<file path="config.mk">
export PLATFORM = sky130hd
export DESIGN_NAME = dacc_ctrl
export DESIGN_NICKNAME = d
export VERILOG_FILES = /design/src/design/dacc_pkg.sv /design/src/design/dacc_ctrl.sv /design/src/design/dacc_sync.sv
export VERILOG_INCLUDE_DIRS = /design/src /design/src/design
export SDC_FILE = /design/constraint.sdc
export NUM_CORES = 1
export LEC_CHECK = 0
export ABC_CLOCK_PERIOD_IN_PS = 2700
export BUFFER_PORTS_ARGS = -buffer_cell sky130_fd_sc_hd__buf_2
export CAP_MARGIN = 20
export CORE_MARGIN = 4
export CORE_UTILIZATION = 55
export DETAILED_ROUTE_END_ITERATION = 16
export PLACE_DENSITY_LB_ADDON = 0.1
export SYNTH_ARGS = -nofsm -noshare
export SYNTH_HDL_FRONTEND = slang
export SYNTH_SLANG_ARGS = --single-unit
</file>
<file path="constraint.sdc">
create_clock -name clk_i -period 2.7 [get_ports clk_i]
set_input_delay 0.135 -clock clk_i [delete_from_list [all_inputs] [get_ports clk_i]]
set_output_delay 0.135 -clock clk_i [all_outputs]
set_load 0.1 [all_outputs]
</file>
<file path="src/design/dacc_defs.svh">
`ifndef DACC_DEFS_SVH
`define DACC_DEFS_SVH
// conversion length in cycles of clk_i (internal conversion clock)
`define DACC_CONV_CYCLES   10'h020
// width of one channel's range code and of the configuration word
`define DACC_CODE_W        3
`define DACC_CFG_W         6
// range code that disables a channel
`define DACC_CODE_OFF      3'h0
// configuration word after reset: both channels at widest bipolar span
`define DACC_CFG_RESET     6'h3f
// result width of one channel
`define DACC_RES_W         16
`endif

</file>
<file path="src/design/dacc_pkg.sv">
package dacc_pkg;
	// conversion control states
	typedef enum logic [1:0] {
		DACC_IDLE,
		DACC_CONV,
		DACC_DOWN
	} dacc_state_t;
endpackage : dacc_pkg

</file>
<file path="src/design/dacc_ctrl.sv">
`timescale 1ns/1ns
`default_nettype none
`include "dacc_defs.svh"
module dacc_ctrl #(
	parameter int CONV_CYCLES = `DACC_CONV_CYCLES // conversion length
) (
	input  wire logic                   clk_i,          // 20 MHz clock
	input  wire logic                   reset_i,        // sync reset, high
	input  wire logic                   power_down_input_i, // power-down pin
	input  wire logic                   convert_start_input_i, // start pin
	input  wire logic                   chip_select_n_i, // bus enable, low
	input  wire logic                   shift_clock_in_i, // host shift clk
	input  wire logic                   serial_data_in_i, // config data in
	input  wire logic                   io_diff_sel_i,  // 1 diff, 0 single
	input  wire logic [`DACC_RES_W-1:0] ch0_result_i,   // ch0 digitised diff
	input  wire logic [`DACC_RES_W-1:0] ch1_result_i,   // ch1 digitised diff
	output logic                        busy_o,         // conversion running
	output logic                        hold_o,         // both s/h in hold
	output logic                        powered_down_o, // in power-down
	output logic                        global_reset_o, // internal reset pulse
	output logic                        diff_mode_o,    // io standard latched
	output logic                        bus_enable_o,   // serial bus driven
	output logic                        shift_clock_out_o, // forwarded clock
	output logic [`DACC_CFG_W-1:0]      span_cfg_o,     // active span word
	output logic [`DACC_RES_W-1:0]      ch0_data_o,     // ch0 result, gated
	output logic [`DACC_RES_W-1:0]      ch1_data_o      // ch1 result, gated
);
	// synchronised pins: power-down, start, cs, sck, sdi, io select
	logic [5:0] pins_s;
	logic       pd_s, cnv_s, cs_n_s, sck_s, sdi_s, diff_s;
	logic       cnv_q, sck_q, pd_q;    // previous samples for edge finding
	logic       cnv_rise, sck_rise, pd_rise;
	dacc_sync #(.WIDTH(6)) u_sync (
		.clk_i   (clk_i),
		.reset_i (reset_i),
		.d_i     ({power_down_input_i, convert_start_input_i,
		           chip_select_n_i, shift_clock_in_i,
		           serial_data_in_i, io_diff_sel_i}),
		.q_o     (pins_s)
	);
	assign {pd_s, cnv_s, cs_n_s, sck_s, sdi_s, diff_s} = pins_s;

	dacc_pkg::dacc_state_t state, next_state; // conversion control
	logic [9:0] conv_cnt;          // cycles left in conversion
	logic       conv_since_pd;     // a conversion ran since last power-down
	logic       soft_reset;        // combined reset for internal state
	logic [`DACC_CFG_W-1:0] cfg_shift; // incoming config bits
	logic [2:0] cfg_cnt;           // config bits received this frame
	logic       cs_q;              // previous chip select sample

	// edge history; cleared by reset_i only, the internal global reset leaves it
	assign soft_reset = reset_i | global_reset_o;
	always_ff @(posedge clk_i) begin
		if (reset_i) begin
			cnv_q <= 1'b0;
			sck_q <= 1'b0;
			pd_q  <= 1'b0;
			cs_q  <= 1'b1;
		end else begin
			cnv_q <= cnv_s;
			sck_q <= sck_s;
			pd_q  <= pd_s;
			cs_q  <= cs_n_s;
		end
	end
	// start edge taken regardless of chip select
	assign cnv_rise = cnv_s & ~cnv_q;
	assign sck_rise = sck_s & ~sck_q & ~cs_n_s;
	assign pd_rise  = pd_s & ~pd_q;

	// next-state logic; edges during busy are dropped as the host must wait
	always_comb begin
		next_state = state;
		case (state)
			dacc_pkg::DACC_IDLE: begin
				if (pd_s)
					next_state = dacc_pkg::DACC_DOWN;
				else if (cnv_rise)
					next_state = dacc_pkg::DACC_CONV;
			end
			dacc_pkg::DACC_CONV: begin
				// a power-down now waits until the count runs out
				if (conv_cnt == 10'h001)
					next_state = pd_s ? dacc_pkg::DACC_DOWN
					                  : dacc_pkg::DACC_IDLE;
			end
			dacc_pkg::DACC_DOWN: begin
				if (!pd_s)
					next_state = dacc_pkg::DACC_IDLE;
			end
			default: next_state = dacc_pkg::DACC_IDLE;
		endcase
	end

	// state register
	always_ff @(posedge clk_i) begin
		if (soft_reset)
			state <= dacc_pkg::DACC_IDLE;
		else
			state <= next_state;
	end

	// conversion timer, loaded at the start edge
	always_ff @(posedge clk_i) begin
		if (soft_reset)
			conv_cnt <= 10'h000;
		else if (state == dacc_pkg::DACC_IDLE &&
		         next_state == dacc_pkg::DACC_CONV)
			conv_cnt <= CONV_CYCLES[9:0];
		else if (conv_cnt != 10'h000)
			conv_cnt <= conv_cnt - 10'h001;
	end

	// busy and hold follow the converting state from its first cycle
	always_ff @(posedge clk_i) begin
		if (soft_reset) begin
			busy_o <= 1'b0;
			hold_o <= 1'b0;
		end else begin
			busy_o <= (next_state == dacc_pkg::DACC_CONV);
			hold_o <= (next_state == dacc_pkg::DACC_CONV);
		end
	end
	always_ff @(posedge clk_i) begin
		if (soft_reset)
			powered_down_o <= 1'b0;
		else
			powered_down_o <= (next_state == dacc_pkg::DACC_DOWN);
	end

	// second power-down with no conversion between fires a one-cycle reset
	always_ff @(posedge clk_i) begin
		if (reset_i) begin
			conv_since_pd  <= 1'b1;
			global_reset_o <= 1'b0;
		end else begin
			global_reset_o <= pd_rise & ~conv_since_pd;
			// global reset acts like power-on, so the pair count restarts
			if (global_reset_o)
				conv_since_pd <= 1'b1;
			else if (pd_rise)
				conv_since_pd <= 1'b0;
			else if (state == dacc_pkg::DACC_CONV)
				conv_since_pd <= 1'b1;
		end
	end

	// io standard is static; sampled continuously after sync
	always_ff @(posedge clk_i) begin
		if (reset_i)
			diff_mode_o <= 1'b0;
		else
			diff_mode_o <= diff_s;
	end
	always_ff @(posedge clk_i) begin
		if (reset_i)
			bus_enable_o <= 1'b0;
		else
			bus_enable_o <= ~cs_n_s;
	end

	// forwarded clock toggles per gated rising edge, half rate;
	// cleared when busy falls in single-ended mode so the host knows its phase
	always_ff @(posedge clk_i) begin
		if (soft_reset)
			shift_clock_out_o <= 1'b0;
		else if (busy_o && next_state != dacc_pkg::DACC_CONV && !diff_s)
			shift_clock_out_o <= 1'b0;
		else if (sck_rise)
			shift_clock_out_o <= ~shift_clock_out_o;
	end

	// config word shifted msb first on gated shift clock edges;
	// applied when six bits are in and chip select rises
	always_ff @(posedge clk_i) begin
		if (soft_reset) begin
			cfg_shift  <= `DACC_CFG_RESET;
			cfg_cnt    <= 3'h0;
			span_cfg_o <= `DACC_CFG_RESET;
		end else begin
			if (cs_n_s)
				cfg_cnt <= 3'h0;
			else if (sck_rise && cfg_cnt != 3'(`DACC_CFG_W)) begin
				cfg_shift <= {cfg_shift[`DACC_CFG_W-2:0], sdi_s};
				cfg_cnt   <= cfg_cnt + 3'h1;
			end
			if (cs_n_s && !cs_q && cfg_cnt == 3'(`DACC_CFG_W))
				span_cfg_o <= cfg_shift;
		end
	end

	// results captured at end of conversion; disabled channel reads zero
	always_ff @(posedge clk_i) begin
		if (soft_reset) begin
			ch0_data_o <= '0;
			ch1_data_o <= '0;
		end else if (state == dacc_pkg::DACC_CONV && conv_cnt == 10'h001) begin
			ch0_data_o <= (span_cfg_o[`DACC_CODE_W-1:0] == `DACC_CODE_OFF)
			              ? '0 : ch0_result_i;
			ch1_data_o <= (span_cfg_o[`DACC_CFG_W-1:`DACC_CODE_W] ==
			               `DACC_CODE_OFF) ? '0 : ch1_result_i;
		end
	end
endmodule : dacc_ctrl
`default_nettype wire

</file>
<file path="src/design/dacc_sync.sv">
`timescale 1ns/1ns
`default_nettype none
// two-flop synchroniser bank; first stage is read only by the second
module dacc_sync #(
	parameter int WIDTH = 1              // number of bits
) (
	input  wire logic             clk_i, // system clock
	input  wire logic             reset_i, // sync reset, high
	input  wire logic [WIDTH-1:0] d_i,   // asynchronous inputs
	output logic      [WIDTH-1:0] q_o    // synchronised outputs
);
	logic [WIDTH-1:0] meta; // first stage
	// one generate slice per bit keeps each path independent
	genvar g;
	generate
		for (g = 0; g < WIDTH; g++) begin : g_bit
			always_ff @(posedge clk_i) begin
				if (reset_i) begin
					meta[g] <= 1'b0;
					q_o[g]  <= 1'b0;
				end else begin
					meta[g] <= d_i[g];
					q_o[g]  <= meta[g];
				end
			end
		end
	endgenerate
endmodule : dacc_sync
`default_nettype wire

</file>
After elaboration in Yosys (flattened, before gate mapping). Index checks and enable logic that the tools add are counted.

Output and inout port bits: 45. RAM bits: 0. Bits in latches: 0. Register bits after elaboration: 82. Logic and storage cells: 85. Memories: 0. Bits of input ports: 40. ROM bits: 0.

Shift-type cells: 0. Div/mod/pow operators: 0. Bitwise operators: 12. Magnitude comparators: 0. Multiply operators: 0. Mux-type cells: 12. Reduce and logical (&&, ||, !) cells: 20. $add $sub $neg: 2. Equal/unequal tests: 8.

Operator list (count): 16-bit 2-to-1 mux (2); 6-bit 2-to-1 mux (2); 10-bit by 1-bit equality test with 1-bit output (second input constant) (1); 2-bit 2-to-1 mux (5); 10-bit nonzero test (1); 10-bit by 1-bit subtractor with 10-bit output (second input constant) (1); 2-bit OR reduction (4); 1-bit logical AND (7); 3-bit logical NOT (2); 1-bit inverter (6); 2-bit case mux with 3 select lines (1); 1-bit AND (5); 2-bit by 1-bit equality test with 1-bit output (second input constant) (2); 2-bit equality test (second input constant) (2); 2-bit nonzero test (2); 3-bit by 1-bit adder with 3-bit output (second input constant) (1); 3-bit equality test (second input constant) (1); 3-bit != test (second input constant) (1); 1-bit logical NOT (2); 2-bit logical NOT (1); 1-bit 2-to-1 mux (2); 2-bit by 1-bit != test with 1-bit output (second input constant) (1); 2-bit AND reduction (1); 1-bit bitwise OR (1).

Logic depth before layout (Yosys ltp).
Word-level depth: 9. Depth in mapped cells: 8. Gate-level depth less buffers: 6.

Cells and area by module. Synthesis repeated with hierarchy kept, for this count alone.

Cells, all modules: 345. Area total of the unflattened synthesis: 3387.0 sq um.

Modules (own cells, without submodules): dacc_ctrl (seq. area each 1401.3 sq um, cells an instance 320, area each 3020.4 sq um, times used 1); dacc_sync (seq. area each 240.2 sq um, cells an instance 25, area each 366.6 sq um, times used 1).

Least setup slack after synthesis. Ideal clock, no wire load.

Kind: register -> register. Start point: reg global_reset_o. End point: reg ch0_data_o[10]. Stages on the path, launching flop included: 7. Path buffers: 2. Setup slack: 0.760 ns. Data required time: 2.630 ns. Period minus slack after synthesis: 1.940 ns. Library setup time: 0.070 ns. Data arrival time: 1.870 ns. Path through: dfxtp_1 or2_2 buf_2 nor2_1 buf_2 nand3_1 o21ai_1.

Cells in the longest elaborated chain, start to end: 1.

Ends and longest elaborated chain: start, declared (line dacc_ctrl.sv:20) `output logic global_reset_o,`; start signal, assigned (line dacc_ctrl.sv:137) `global_reset_o <= pd_rise & ~conv_since_pd;`; 1-bit bitwise OR (line dacc_ctrl.sv:52) `assign soft_reset = reset_i | global_reset_o;`; end signal, assigned (line dacc_ctrl.sv:198) `` ch0_data_o <= (span_cfg_o[`DACC_CODE_W-1:0] == `DACC_CODE_OFF) ``; end, declared (line dacc_ctrl.sv:25) `` output logic [`DACC_RES_W-1:0] ch0_data_o, ``.

Every way passes these cells. A chain may end at the register's enable or synchronous reset.

Final worst setup path.
Start point: reg conv_cnt[0]. End point: reg ch0_data_o[11].

Cells in the longest elaborated chain, start to end: 2.

Ends and longest elaborated chain: start, declared (line dacc_ctrl.sv:44) `logic [9:0] conv_cnt;`; start signal, assigned (line dacc_ctrl.sv:109) `conv_cnt <= CONV_CYCLES[9:0];`; start signal, assigned (line dacc_ctrl.sv:111) `conv_cnt <= conv_cnt - 10'h001;`; 10-bit by 1-bit equality test with 1-bit output (line dacc_ctrl.sv:197) `end else if (state == dacc_pkg::DACC_CONV && conv_cnt == 10'h001) begin`; 1-bit logical AND (line dacc_ctrl.sv:197).

Every way passes these cells.

==> qor.txt <==
Synth Flop Type: dfxtp_1
Final Hold Viols: 0
Power per cell area: 787 nW/µm²
Chip width: 82.6 µm
Rows: 26
Crit path required time: 2.96 ns
Setup violators final: 0
Crit path max-delay cell type: dfxtp_1
# H-tree levels: 3
Total Routing Usage GR: 19.1%
Ranking of synthesized cells by area: dfxtp_1, nand3_1, nand2_1, o21ai_0, nor2b_1
Crit start category: flop
Total Nets Final: 467
Clock Latency Late Sink: 0.33 ns
DRC: 0
Core area: 5240 µm²
I/O pin count: 85
First-pass GRT wire length: 10000 µm
Final period util: 72.4%
Area post-placement: 3490 µm²
Critical hold path startpoint: ch1_result_i[13]
CP bufs+invs: 1
Syn avg cell area: 9.23 µm²
CP cell instances: ha_1 -> nor3b_1 -> and4_2 -> buf_4 -> nand3_1 -> o21ai_0
Warnings from Yosys: 0
Post-Syn Area: 3060 µm²
Finished Layout Cells: 497
Clk sinks: 82
TNS Setup: 0 ns
R2r startpoint: conv_cnt[0]$_SDFFE_PP0P_
Total Power: 3000 µW
Initial antenna violation count: 0
RSZ-0062 raised after global routing: false
Crit path launch: conv_cnt[0]$_SDFFE_PP0P_
CTS buffer count: 9
Port Buffers: 84
Comb pwr share: 24.0%
Leak: 0.00166 µW
Post-synth ARST share: 0%
Die Span Y: 82.6 µm
Clk buf depth: 2
Largest net degree at the start of global routing: 65
Worst Setup Path Type: flop to flop
DR pass1 iterations: 4
MaxCap Viol Count: 0
EDFF count, synth: 0
Mapped Nets: 376
Clock Power Share: 29.5%
CP max FO: 64
Resized cells post-CTS: 0
Final ANT Viol Nets: 0
Grt ovf: 0
Vias: 2523
Synth cell count leaders: dfxtp_1, nand2_1, nand3_1
Clock tree root buffer cell: clkbuf_8
Switching Share: 30.5%
Count leader, synth: dfxtp_1
Vias in the first global route: 2212
Die area: 6810 µm²
CP arrival: 2.21 ns
Outcome: finished, final reports clean
CTS Hold Bufs: 11
Slew Viols, Final: 0
Crit path max-delay family: simple AND/OR/NAND/NOR gates
Internal power: 2090 µW
Design area: 3810 µm²
CTS tree: built
Switching Power: 913 µW
Share of cells above drive strength 1: 26.9%
Post-DP HPWL: 4280 µm
Worst vdd ir: 0.450 mV
Worst slew pin tran: 0.504 ns
GP Congestion: 0.857
Area fraction of the dominant cell type after synthesis: 53.7%
Peak Freq: 512 MHz
CP Capture Type: flop
Clock skew: 0.00642 ns
Initial DRC count: 152
Min-delay worst type: input port to flop
Area growth syn-to-layout: 24.6%
Placed cells: 470
Ant. Diodes: 0
Post-CTS setup buffer count: 0
Leading area contributor after synthesis: dfxtp_1
Synth cell types: 43
Sequential area share after synthesis: 53.7%
Initial core utilization: 58.4%
# fillers: 437
Synthesized flop and latch total: 82
Vias/cell: 5.08
Post-DR wirelength/cell: 12.4 µm
Critical Path Max Stage Delay: 0.49 ns
Clk pin slew, worst setup/hold paths: 0.08 ns
Post-route minimum period: 1.95 ns
Mapped Cells: 331
Reg power frac: 46.5%
Worst slew margin: 66.4%
Post-Route WL: 6180 µm
==> power by group through the flow <==
stage | Sequential [µW] | Combinational [µW] | Clock [µW]
final | 1390 | 720 | 885
after global routing | 1410 | 792 | 964
after CTS | 1390 | 723 | 913
after detailed placement | 1420 | 706 | 0
after global placement | 1420 | 698 | 0
after floorplan | 1490 | 514 | 0
==> kinds of logic (layout without fill, tap and decap cells) <==
group,count (synthesis),count (layout),synth area share [%]
flip-flops,82,82,53.7
AO/OA/AOI/OAI,47,47,9.54
multiplexers,7,7,2.29
buffers and inverters,27,123,4.58
AND/OR/NAND/NOR,154,154,25.3
adder cells (fa/ha/maj),5,5,2.05
XOR/XNOR,9,9,2.58
==> tightest hold or removal path, cell delays in order <==
cell and delay [ns]:
buf_2 0.07, nand3_1 0.05, o21ai_0 0.06
==> layout by cell type (no fill, tap or decap), drive strengths merged, types with 2 or more instances in the layout <==
master | netlist | routed
nor2 | 17 | 17
clkbuf | 5 | 12
a211oi | 3 | 3
xnor2 | 8 | 8
o21ai | 33 | 33
dlygate4sd3 | 0 | 11
buf | 14 | 88
a2111oi | 3 | 3
nor2b | 15 | 15
clkinvlp | 0 | 2
inv | 8 | 8
nor3 | 7 | 7
or3 | 3 | 3
a21oi | 3 | 3
nand3 | 43 | 43
nand2 | 56 | 56
and3 | 2 | 2
mux2i | 7 | 7
nor3b | 4 | 4
ha | 5 | 5
dfxtp | 82 | 82
==> routing by layer <==
metal | up-vias | global-route usage [%] | share of wire [%]
met5 | - | 0 | 0
met4 | 0 | 6.37 | 0.89
met3 | 6 | 5.53 | 7.3
met2 | 68 | 30.7 | 47
met1 | 1151 | 24.6 | 44
li1 | 1298 | - | -
==> through the flow <==
step,worst slack [ns],hold slack [ns],utilization [%]
6_report,0.745,0.0172,72.7
5_1_grt,0.501,0.00636,72.7
4_1_cts,0.730,0.000183,72.7
3_5_place_dp,0.776,0.351,66.7
3_3_place_gp,0.870,0.341,66.7
2_1_floorplan,0.760,0.263,-
==> final timing paths <==
check	end	slack, ns	cells after the start
worst max-delay path	ch0_data_o[11]$_SDFFE_PP0P_	0.75	6
worst min-delay path	ch1_data_o[13]$_SDFFE_PP0P_	0.02	3
worst max register to register	ch0_data_o[11]$_SDFFE_PP0P_	0.75	6
worst min register to register	global_reset_o$_SDFF_PP0_	0.42	1
==> flip-flops by register name, summed over array words and instances (netlist names), 2 cells and up <==
register,count
ch1_data_o,16
span_cfg_o,6
cfg_cnt,3
state,2
ch0_data_o,16
u_sync.meta,6
u_sync.q_o,6
conv_cnt,10
cfg_shift,6
==> area by class of cell <==
class	instances	area [µm²]	share of cell area [%]
multi-input combinational	222	1280	33.7
sequential	82	1640	43.1
clock inverter	4	50.0	1.31
clock buffer	12	155	4.07
timing repair buffer	99	561	14.7
inverter	8	30.0	0.788
tap	70	87.6	2.30
Power figures use the tool's default switching activity.
